$ cat src/ssd_pkg.sv
// package with offsets, field layouts, opcodes and reset values of the decoder
package ssd_pkg;
  // apb register byte offsets
  localparam logic [7:0] OFF_INSN = 8'h00;
  localparam logic [7:0] OFF_ACC = 8'h04;
  localparam logic [7:0] OFF_STATUS = 8'h08;
  localparam logic [7:0] OFF_DIR = 8'h0C;
  localparam logic [7:0] OFF_FADDR = 8'h10;
  localparam logic [7:0] OFF_FDATA = 8'h14;
  // instruction word fields
  localparam int INSN_W = 12;
  localparam int DEST_BIT = 5;
  localparam int ADDR_W = 5;
  localparam logic [5:0] OP_MINUS = 6'h02;
  localparam logic [5:0] OP_SWAP = 6'h0E;
  localparam logic [11:0] OP_DIR_LOAD = 12'h006;
  // status layout
  localparam int ST_CARRY = 0;
  localparam int ST_HALF = 1;
  localparam int ST_ZERO = 2;
  // reset values
  localparam logic [7:0] ACC_RST = 8'h00;
  localparam logic [7:0] DIR_RST = 8'hFF;
  localparam logic [2:0] STATUS_RST = 3'h0;
  localparam int REG_DEPTH = 32;
endpackage

$ cat src/ssd_alu.sv
// combinational datapath: subtract, nibble exchange and flags
`timescale 1ns/1ps
module ssd_alu (
  input wire logic [7:0] file_val,
  input wire logic [7:0] acc_val,
  output logic [7:0] diff,
  output logic [7:0] swapped,
  output logic carry,
  output logic half_borrow_flag,
  output logic zero
);
  logic [8:0] wide;
  logic [4:0] low;
  // two's complement subtract, carry high when no borrow
  always_comb begin
    wide = {1'b0, file_val} + {1'b0, ~acc_val} + 9'h001; // [RQ1]
    low = {1'b0, file_val[3:0]} + {1'b0, ~acc_val[3:0]} + 5'h01;
    diff = wide[7:0];
    carry = wide[8]; // [RQ2]
    half_borrow_flag = low[4]; // [RQ2]
    zero = (wide[7:0] == 8'h00); // [RQ2]
    swapped = {file_val[3:0], file_val[7:4]}; // [RQ3]
  end
endmodule

$ cat src/ssd_top.sv
// apb-driven executor for subtract, nibble exchange and direction load
// Overview of operation
// RQ1 - subtract acc from file, dest bit picks
// RQ2 - subtract sets carry, half borrow, zero
// RQ3 - exchange nibbles, flags untouched
// RQ4 - exchange with dest 0 writes accumulator only
// RQ5 - exchange with dest 1 writes file register
// RQ6 - direction load copies acc, one cycle
`timescale 1ns/1ps
module ssd_top (
  input wire logic pclk,
  input wire logic presetn,
  input wire logic psel,
  input wire logic penable,
  input wire logic pwrite,
  input wire logic [7:0] paddr,
  input wire logic [31:0] pwdata,
  output logic [31:0] prdata,
  output logic pready,
  output logic pslverr,
  output logic [7:0] pin_dir
);
  typedef struct packed {
    logic [7:0] acc;
    logic [2:0] status;
    logic [7:0] dir;
    logic [4:0] faddr;
    logic [31:0] rdata;
    logic ready;
    logic err;
  } ssd_state_t;

  ssd_state_t s_reg;
  ssd_state_t s_next;
  logic [7:0] file_mem [ssd_pkg::REG_DEPTH];
  logic [7:0] diff;
  logic [7:0] swapped;
  logic carry;
  logic half_b;
  logic zero;
  logic wr_acc;
  logic wr_file;
  logic [7:0] file_wdata;
  logic [4:0] file_waddr;
  logic [11:0] insn;
  logic [7:0] fval;
  logic setup;
  logic access;
  logic ins_wr;
  logic is_minus;
  logic is_swap;
  logic is_dir;

  assign setup = psel && !penable;
  // completing access edge: the one edge at which a write takes effect
  assign access = psel && penable && s_reg.ready;
  assign ins_wr = access && pwrite && paddr == ssd_pkg::OFF_INSN;
  assign insn = pwdata[11:0];
  assign fval = file_mem[insn[4:0]];
  assign is_minus = insn[11:6] == ssd_pkg::OP_MINUS;
  assign is_swap = insn[11:6] == ssd_pkg::OP_SWAP;
  assign is_dir = insn == ssd_pkg::OP_DIR_LOAD;

  ssd_alu u_alu (
    .file_val(fval),
    .acc_val(s_reg.acc),
    .diff(diff),
    .swapped(swapped),
    .carry(carry),
    .half_borrow_flag(half_b),
    .zero(zero)
  );

  // apb decode: answer, read data and refusal registered in the setup cycle,
  // writes and instructions applied at the completing access edge
  always_comb begin
    s_next = s_reg;
    s_next.ready = 1'b0;
    s_next.err = 1'b0;
    wr_acc = 1'b0;
    wr_file = 1'b0;
    file_wdata = 8'h00;
    file_waddr = 5'h00;
    if (access && pwrite) begin
      case (paddr)
        ssd_pkg::OFF_INSN: begin
          if (is_minus) begin
            s_next.status[ssd_pkg::ST_CARRY] = carry; // [RQ2]
            s_next.status[ssd_pkg::ST_HALF] = half_b; // [RQ2]
            s_next.status[ssd_pkg::ST_ZERO] = zero; // [RQ2]
            wr_acc = !insn[ssd_pkg::DEST_BIT]; // [RQ1]
            wr_file = insn[ssd_pkg::DEST_BIT]; // [RQ1]
            file_wdata = diff;
          end else if (is_swap) begin
            wr_acc = !insn[ssd_pkg::DEST_BIT]; // [RQ4]
            wr_file = insn[ssd_pkg::DEST_BIT]; // [RQ5]
            file_wdata = swapped; // [RQ3]
          end else if (is_dir) begin
            s_next.dir = s_reg.acc; // [RQ6]
          end
          file_waddr = insn[4:0];
          if (wr_acc) begin
            s_next.acc = file_wdata;
          end
        end
        ssd_pkg::OFF_ACC: s_next.acc = pwdata[7:0];
        ssd_pkg::OFF_STATUS: s_next.status = pwdata[2:0];
        ssd_pkg::OFF_FADDR: s_next.faddr = pwdata[4:0];
        ssd_pkg::OFF_FDATA: begin
          wr_file = 1'b1;
          file_waddr = s_reg.faddr;
          file_wdata = pwdata[7:0];
        end
        default: begin
        end
      endcase
    end
    if (setup) begin
      s_next.ready = 1'b1;
      s_next.rdata = 32'h0000_0000;
      if (pwrite) begin
        case (paddr)
          ssd_pkg::OFF_INSN: s_next.err = !(is_minus || is_swap || is_dir); // other opcodes
          ssd_pkg::OFF_ACC: s_next.err = 1'b0;
          ssd_pkg::OFF_STATUS: s_next.err = 1'b0;
          ssd_pkg::OFF_FADDR: s_next.err = 1'b0;
          ssd_pkg::OFF_FDATA: s_next.err = 1'b0;
          default: s_next.err = 1'b1;
        endcase
      end else begin
        case (paddr)
          ssd_pkg::OFF_INSN: s_next.rdata = 32'h0000_0000;
          ssd_pkg::OFF_ACC: s_next.rdata = {24'h000000, s_reg.acc};
          ssd_pkg::OFF_STATUS: s_next.rdata = {29'h0000_0000, s_reg.status};
          ssd_pkg::OFF_DIR: s_next.rdata = {24'h000000, s_reg.dir};
          ssd_pkg::OFF_FADDR: s_next.rdata = {27'h0000_0000, s_reg.faddr};
          ssd_pkg::OFF_FDATA: s_next.rdata = {24'h000000, file_mem[s_reg.faddr]};
          default: s_next.err = 1'b1;
        endcase
      end
    end
  end

  // state register
  always_ff @(posedge pclk or negedge presetn) begin
    if (!presetn) begin
      s_reg <= '{acc: ssd_pkg::ACC_RST, status: ssd_pkg::STATUS_RST,
                 dir: ssd_pkg::DIR_RST, faddr: 5'h00, rdata: 32'h0000_0000,
                 ready: 1'b0, err: 1'b0};
    end else begin
      s_reg <= s_next;
    end
  end

  // file register array, no reset
  always_ff @(posedge pclk) begin
    if (wr_file) begin
      file_mem[file_waddr] <= file_wdata;
    end
  end

  assign prdata = s_reg.rdata;
  assign pready = s_reg.ready;
  assign pslverr = s_reg.err;
  assign pin_dir = s_reg.dir;

  property p_dir_load;
    @(posedge pclk) disable iff (!presetn)
    (ins_wr && is_dir) |=> pin_dir == $past(s_reg.acc);
  endproperty
  a_dir_load: assert property (p_dir_load) else $error("direction load wrong"); // [RQ6]

  property p_dir_flags;
    @(posedge pclk) disable iff (!presetn)
    (ins_wr && is_dir) |=> $stable(s_reg.status) && $stable(s_reg.acc);
  endproperty
  a_dir_flags: assert property (p_dir_flags) else $error("direction load changed state"); // [RQ6]

  property p_sub_acc;
    @(posedge pclk) disable iff (!presetn)
    (ins_wr && is_minus && !insn[ssd_pkg::DEST_BIT])
      |=> s_reg.acc == 8'($past(fval) - $past(s_reg.acc));
  endproperty
  a_sub_acc: assert property (p_sub_acc) else $error("subtract result wrong"); // [RQ1]

  property p_sub_carry;
    @(posedge pclk) disable iff (!presetn)
    (ins_wr && is_minus)
      |=> s_reg.status[ssd_pkg::ST_CARRY] == ($past(fval) >= $past(s_reg.acc))
        && s_reg.status[ssd_pkg::ST_HALF] == ($past(fval[3:0]) >= $past(s_reg.acc[3:0]));
  endproperty
  a_sub_carry: assert property (p_sub_carry) else $error("carry or half borrow wrong"); // [RQ2]

  property p_swap_flags;
    @(posedge pclk) disable iff (!presetn)
    (ins_wr && is_swap) |=> $stable(s_reg.status);
  endproperty
  a_swap_flags: assert property (p_swap_flags) else $error("swap changed flags"); // [RQ3]

  property p_swap_acc;
    @(posedge pclk) disable iff (!presetn)
    (ins_wr && is_swap && !insn[ssd_pkg::DEST_BIT])
      |=> s_reg.acc == {$past(fval[3:0]), $past(fval[7:4])};
  endproperty
  a_swap_acc: assert property (p_swap_acc) else $error("swap to acc wrong"); // [RQ4]

  property p_swap_file;
    @(posedge pclk) disable iff (!presetn)
    (ins_wr && is_swap && insn[ssd_pkg::DEST_BIT])
      |=> file_mem[$past(insn[4:0])] == {$past(fval[3:0]), $past(fval[7:4])}
        && $stable(s_reg.acc);
  endproperty
  a_swap_file: assert property (p_swap_file) else $error("swap to file wrong"); // [RQ5]

  property p_sub_file;
    @(posedge pclk) disable iff (!presetn)
    (ins_wr && is_minus && insn[ssd_pkg::DEST_BIT])
      |=> $stable(s_reg.acc)
        && file_mem[$past(insn[4:0])] == 8'($past(fval) - $past(s_reg.acc));
  endproperty
  a_sub_file: assert property (p_sub_file) else $error("subtract to file wrong"); // [RQ1]

  property p_zero;
    @(posedge pclk) disable iff (!presetn)
    (ins_wr && is_minus)
      |=> s_reg.status[ssd_pkg::ST_ZERO] == ($past(fval) == $past(s_reg.acc));
  endproperty
  a_zero: assert property (p_zero) else $error("zero flag wrong"); // [RQ2]

  // unknown instruction word is refused and leaves state alone
  property p_bad_insn;
    @(posedge pclk) disable iff (!presetn)
    (ins_wr && !is_minus && !is_swap && !is_dir)
      |=> $stable(s_reg.acc) && $stable(s_reg.dir) && $stable(s_reg.status);
  endproperty
  a_bad_insn: assert property (p_bad_insn) else $error("refused instruction had effect");

  c_sub: cover property (@(posedge pclk) ins_wr && is_minus);
  c_swap: cover property (@(posedge pclk) ins_wr && is_swap);
  c_dir: cover property (@(posedge pclk) ins_wr && is_dir);
endmodule

$ cat config.mk
export PLATFORM = sky130hd
export DESIGN_NAME = ssd_top
export DESIGN_NICKNAME = d
export VERILOG_FILES = /design/src/ssd_pkg.sv /design/src/ssd_alu.sv /design/src/ssd_top.sv
export SDC_FILE = /design/constraint.sdc
export NUM_CORES = 1
export LEC_CHECK = 0
export ABC_AREA = 1
export BUFFER_PORTS_ARGS = -buffer_cell sky130_fd_sc_hd__clkbuf_2
export CAP_MARGIN = 5
export CORE_MARGIN = 5
export CORE_UTILIZATION = 30
export CTS_CLUSTER_DIAMETER = 150
export DETAILED_ROUTE_END_ITERATION = 10
export PLACE_DENSITY = 0.53
export SYNTH_ARGS = -nofsm -noshare
export SYNTH_HDL_FRONTEND = slang
export SYNTH_SLANG_ARGS = --single-unit
$ cat constraint.sdc
create_clock -name pclk -period 4.1 [get_ports pclk]
set_clock_uncertainty 0.15 [all_clocks]
set_input_delay 0.615 -clock pclk [delete_from_list [all_inputs] [get_ports pclk]]
set_output_delay 0.615 -clock pclk [all_outputs]
set_load 0.005 [all_outputs]
==> flow_summary_export.csv, run 1 <==
group,metric,value,unit
yosys,synth.top_cell.area_share,48.6,%
clocking,cts_tree,"yes",
clocking,htree_levels,2,
setup_path,end_kind,"flop",
clocking,clk_pin_slew,0.06,ns
timing,finalSetupViolCount,0,
grt,grt-ovfl-total,0,
layout,final_util,34.8,%
yosys,synth_area_leaders,"edfxtp_1 (49%), nand2_1 (12%), nand3_1 (7.2%), o21ai_0 (5.0%), dfrtp_1 (4.1%)",
setup_path,timing.rr.end,"file_mem[8][4]$_DFFE_PP_",
clocking,cts-root-buf,"clkbuf_16",
timing,setup_tns,0,ns
layout,nets,1958,
timing,maxSlewHeadroom,24.0,%
timing,max_freq,265,MHz
placement,hpwl,34.7,mm
clocking,postCtsHoldBufs,0,
floorplan,start_util,30.2,%
power_and_ir_drop,p_leak,7.38,nW
routing,ant_nets,0,
clocking,clockBufferDepth,3,
setup_path,required,4.30,ns
timing,worst_slew_pin_slew,1.14,ns
power_and_ir_drop,clkPwrFrac,46.4,%
run,cap_violations,0,
layout,syn_to_final_growth,15.1,%
setup_path,critPathSlowestCell,"nor2_2",
setup_path,crit_type,"in -> reg",
clocking,cts_made_buffers,34,
power_and_ir_drop,p_int,5.13,mW
power_and_ir_drop,p_sw_share,22.2,%
clocking,cts_setup_buffers,0,
layout,diodes,0,
layout,fin_cells,2618,
yosys,yosysWarningCount,0,
grt,track_usage,17.8,%
yosys,yosys.cell_count.top_type,"nand2_1",
routing,wl,52.3,mm
setup_path,start_kind,"input pin",
timing,slew_viol_final,0,
layout,largest_register_ffs,256,
yosys,async_flop_share,11.7,%
yosys,post-synth-top-area-cell,"edfxtp_1",
yosys,synth-edff-count,256,
setup_path,crit_chain,"clkbuf_2 -> inv_2 -> nor2_2 -> buf_4 -> nand2_1 -> nand2_1 -> inv_1 -> nand2_1 -> nand2_1 -> nand2_1 -> inv_1 -> nand2_1 -> ha_1 -> nand2_1 -> inv_1 -> nand4_1 -> nand3_1 -> xnor2_1 -> or2_2 -> nand2_1 -> nand2_1 -> o21ai_2 -> buf_12",
floorplan,dieArea,0.0574,mm^2
timing,min_period_over_period,92.1,%
timing,finalCriticalPeriod,3.78,ns
yosys,synth-seq-cells,290,
routing,drt_iter0_drc,1363,
clocking,clock-sinks,290,
setup_path,cp.arrival,3.98,ns
setup_path,cp_max_fo,32,
floorplan,fp-row-count,84,
grt,grt_antenna_before_repair,0,
yosys,postSynthCellCount,1858,
power_and_ir_drop,p_sw,1.46,mW
timing,final_hold_viol_count,0,
setup_path,rrSetupSlack,0.77,ns
layout,fin_area,0.0182,mm^2
grt,grt_max_degree,133,
yosys,ys.flop_type,"edfxtp_1",
yosys,synth_area_per_cell,8.51,um^2
power_and_ir_drop,seqPwrFrac,48.1,%
grt,grt_pass1_wl,77.8,mm
routing,vias_per_cell,5.13,
power_and_ir_drop,irDropWorstVdd,220,uV
placement,placed_cell_area,0.0171,mm^2
placement,gp_congestion,0.952,
floorplan,ios,87,
setup_path,cp_num_buf_inv,7,
routing,routedWlPerCell,20.0,um
grt,grt_pass1_vias,12800,
clocking,clock_latency,0.53,ns
routing,drc,0,
outcome,outcome,"finished clean",
placement,place_inst,2556,
power_and_ir_drop,comb_power_share,5.4,%
power_and_ir_drop,p_per_area,363,mW/mm^2
floorplan,core-area,0.0523,mm^2
yosys,synth_area,0.0158,mm^2
setup_path,rr_startpoint,"file_mem[13][0]$_DFFE_PP_",
setup_path,cpMostUsedCell,"nand2_1",
yosys,synth_common_cells,"nand2_1 (516), edfxtp_1 (256), nand3_1 (226)",
routing,vias,13400,
floorplan,die_w,240,um
setup_path,cpPeakStageDelay,0.84,ns
clocking,cts_resized,0,
placement,io_buffers,42,
setup_path,path_delay_family,"simple AND/OR/NAND/NOR gates",
setup_path,reg2reg_depth,22,
layout,drive_gt1_share,12.1,%
routing,drt-pass1-iter-count,7,
yosys,seq_area_frac_synth,54.1,%
yosys,synth_cell_type_count,42,
timing,rsz0062_at_grt,"false",
min_path,hp-class,"in -> async",
floorplan,die_h,240,um
[power by group through the flow]
| stage | Combinational [mW] | Sequential, mW | Clock [mW] |
|---|---|---|---|
| final | 0.359 | 3.17 | 3.06 |
| after global routing | 0.392 | 3.17 | 3.24 |
| after CTS | 0.354 | 3.17 | 3.12 |
| after detailed placement | 0.352 | 3.23 | 0 |
| after global placement | 0.351 | 3.23 | 0 |
| after floorplan | 0.231 | 3.23 | 0 |
[cells in the final DEF, fill, tap and decap left out, types with 24 or more instances in the layout]
cell,count
nand2_1,516
edfxtp_1,256
nand3_1,226
nor2_1,167
o21ai_0,156
inv_1,142
buf_4,77
a21oi_1,76
o211ai_1,57
clkbuf_2,41
clkbuf_16,34
conb_1,24
dfrtp_1,24
[logic make-up (layout without fill, tap and decap cells)]
logic type / count (synthesis) / count (layout) / synth area share [%]
AND/OR/NAND/NOR: 937 / 937 / 24.9
AO/OA/AOI/OAI: 320 / 320 / 11.6
buffers and inverters: 296 / 345 / 8.39
flip-flops: 290 / 290 / 54.1
adder cells (fa/ha/maj): 9 / 9 / 0.760
XOR/XNOR: 5 / 5 / 0.277
other: 1 / 24 / 0.0237
[metrics by stage]
step | total power [mW] | setup WS, ns | hold slack, ns
after global placement | 3.59 | -0.137 | 0.318
after detailed placement | 3.59 | -0.142 | 0.316
after CTS | 6.65 | 0.385 | 0.0813
after global routing | 6.80 | 0.124 | 0.138
after floorplan | 3.46 | 0.204 | 0.169
final | 6.60 | 0.323 | 0.0646
[worst register-to-register path: stages, from the launching register on]
cell and delay [ns]:
edfxtp_1 0.39, nand2_1 0.09, nand2_1 0.06, nand2_1 0.05, nand2_1 0.06, inv_1 0.05
nand2_1 0.07, nand2_1 0.08, nand2_1 0.06, inv_1 0.10, nand2_1 0.10, inv_1 0.06
ha_1 0.13, inv_1 0.06, fa_1 0.44, nand3_1 0.10, nand3_1 0.15, xor2_1 0.20
or2_2 0.30, nand2_1 0.07, nand2_1 0.06, o21ai_2 0.09, buf_12 0.23
[layer usage]
| layer | global-route usage [%] | wire [um] |
|---|---|---|
| met2 | 29.5 | 24300 |
| met1 | 23.8 | 22100 |
| met4 | 7.06 | 2180 |
| met5 | 0 | 0 |
| met3 | 2.49 | 3760 |
[cell type report]
type,count,area (um^2)
clock buffer,40,873
clock inverter,22,250
fill,5316,34200
inverter,153,577
multi-input combinational,1295,6050
sequential,290,8550
tap,688,861
timing repair buffer,130,1020
[worst max-delay path by stage]
stage	cells past startpoint	slack [ns]	to	start
floorplan	23	0.20	file_mem[0][6]$_DFFE_PP_	pwdata[2]
global placement	23	-0.14	file_mem[21][6]$_DFFE_PP_	pwdata[2]
detailed placement	23	-0.14	file_mem[21][6]$_DFFE_PP_	pwdata[2]
CTS	23	0.39	file_mem[7][6]$_DFFE_PP_	pwdata[2]
global route	23	0.12	file_mem[7][6]$_DFFE_PP_	pwdata[2]
finish	23	0.32	file_mem[11][6]$_DFFE_PP_	pwdata[2]
Note: power is estimated with default switching activity, not from simulation.
==> run 2, diff against run 1 <==
CELL_PAD_IN_SITES_DETAIL_PLACEMENT = 1   (was default)
CELL_PAD_IN_SITES_GLOBAL_PLACEMENT = 1   (was default)
PLACE_DENSITY = 0.63   (was 0.53)
SETUP_SLACK_MARGIN = 0.15   (was default)
==> flow_summary_export.csv, run 2 (same netlist as run 1, synthesis figures left out) <==
group,metric,value,unit
outcome,outcome,"finished clean",
clocking,clock-sinks,290,
setup_path,rrSetupSlack,0.75,ns
routing,vias_per_cell,5.19,
run,cap_violations,0,
timing,worst_slew_pin_slew,1.02,ns
placement,gp_congestion,0.850,
clocking,cts_tree,"yes",
grt,grt-ovfl-total,0,
setup_path,crit_chain,"clkbuf_2 -> buf_4 -> nand3_1 -> nand3_1 -> nand3_1 -> nand2_1 -> nand2_1 -> inv_1 -> nand2_1 -> inv_1 -> ha_1 -> inv_1 -> fa_1 -> nand4_1 -> nand3_1 -> xnor2_1 -> or2_2 -> nand2_1 -> nand2_1 -> o21ai_2 -> buf_12",
placement,io_buffers,42,
routing,drt-pass1-iter-count,5,
floorplan,ios,87,
setup_path,cpPeakStageDelay,0.48,ns
clocking,cts-root-buf,"clkbuf_16",
grt,grt_pass1_vias,14000,
routing,routedWlPerCell,22.0,um
floorplan,die_w,240,um
layout,largest_register_ffs,256,
layout,drive_gt1_share,12.6,%
routing,drc,0,
routing,wl,57.9,mm
clocking,cts_setup_buffers,0,
grt,track_usage,19.7,%
layout,diodes,0,
routing,vias,13700,
setup_path,crit_type,"in -> reg",
timing,final_hold_viol_count,0,
clocking,clk_pin_slew,0.06,ns
setup_path,start_kind,"input pin",
timing,maxSlewHeadroom,31.6,%
floorplan,core-area,0.0523,mm^2
power_and_ir_drop,p_leak,7.46,nW
setup_path,critPathSlowestCell,"fa_1",
grt,grt_pass1_wl,85.5,mm
routing,ant_nets,0,
setup_path,cpMostUsedCell,"nand2_1",
clocking,cts_resized,0,
timing,finalCriticalPeriod,3.59,ns
layout,fin_area,0.0184,mm^2
clocking,clock_latency,0.55,ns
timing,slew_viol_final,0,
grt,grt_antenna_before_repair,0,
clocking,cts_made_buffers,35,
grt,grt_max_degree,110,
placement,hpwl,39.2,mm
clocking,clockBufferDepth,3,
power_and_ir_drop,irDropWorstVdd,210,uV
setup_path,path_delay_family,"simple AND/OR/NAND/NOR gates",
setup_path,cp.arrival,3.82,ns
setup_path,cp_max_fo,20,
min_path,hp-class,"in -> async",
timing,rsz0062_at_grt,"false",
setup_path,reg2reg_depth,22,
clocking,postCtsHoldBufs,0,
layout,syn_to_final_growth,16.2,%
layout,final_common_cell,"nand2_1",
setup_path,cp_num_buf_inv,6,
setup_path,rr_startpoint,"file_mem[13][0]$_DFFE_PP_",
layout,layout_common_cells,"nand2_1 (516), edfxtp_1 (256), nand3_1 (226)",
placement,placed_cell_area,0.0173,mm^2
floorplan,die_h,240,um
timing,min_period_over_period,87.5,%
setup_path,required,4.33,ns
setup_path,end_kind,"flop",
timing,finalSetupViolCount,0,
routing,drt_iter0_drc,945,
power_and_ir_drop,p_per_area,357,mW/mm^2
floorplan,start_util,30.2,%
timing,max_freq,279,MHz
layout,nets,1975,
floorplan,dieArea,0.0574,mm^2
clocking,htree_levels,2,
floorplan,fp-row-count,84,
setup_path,timing.rr.end,"file_mem[0][6]$_DFFE_PP_",
power_and_ir_drop,total_power,6.55,mW
run 2: changes by cell type in the layout (fill, tap and decap cells not counted), sizes merged:
cell,before,now
bufinv,5,1
inv,152,151
clkinv,18,13
buf,89,105
clkbuf,81,87
clkinvlp,0,2
run 2: routing by layer:
metal  part of all wire, %  vias up  GRT usage [%]  routed length (um)
met5                     0        -              0                   0
met3                   6.1      120           3.53                3550
met4                   3.5        0           6.57                2010
met1                    43     6798           25.8               24800
li1                      -     6330              -                   -
met2                    48      415           33.1               27500
run 2: power breakdown:
| part | total, mW | internal (mW) | leakage, nW | switching, mW |
|---|---|---|---|---|
| sequential | 3.17 | 3.17 | 3.42 | 0.00104 |
| clock | 2.98 | 1.74 | 0.520 | 1.24 |
| combinational | 0.396 | 0.127 | 3.52 | 0.268 |
run 2: worst max-delay path by stage:
stage | from | to | depth (start not counted)
after floorplan | pwdata[2] | file_mem[0][6]$_DFFE_PP_ | 23
after global placement | pwdata[1] | file_mem[0][6]$_DFFE_PP_ | 21
after detailed placement | pwdata[1] | file_mem[0][6]$_DFFE_PP_ | 21
after CTS | pwdata[1] | file_mem[4][6]$_DFFE_PP_ | 21
after global routing | pwdata[1] | file_mem[0][6]$_DFFE_PP_ | 21
final | pwdata[1] | file_mem[0][6]$_DFFE_PP_ | 21
run 2: per-stage QoR:
step                utilization [%]  hold slack [ns]  cells  worst slack, ns  TNS [ns]
finish                         35.1           0.0449   2632            0.511         0
floorplan                         -            0.169   1881            0.204         0
detailed placement             33.0            0.320   2571          -0.0183    -0.337
CTS                            35.1           0.0495   2631            0.552         0
global placement               33.0            0.313   2571           0.0366         0
global route                   35.1           0.0944   2632            0.321         0
run 2: final cells by class:
cell class | instances | area (um^2)
clock buffer | 46 | 980
clock inverter | 14 | 95.1
fill | 6134 | 34000
inverter | 153 | 577
multi-input combinational | 1295 | 6050
sequential | 290 | 8560
tap | 688 | 861
timing repair buffer | 146 | 1250
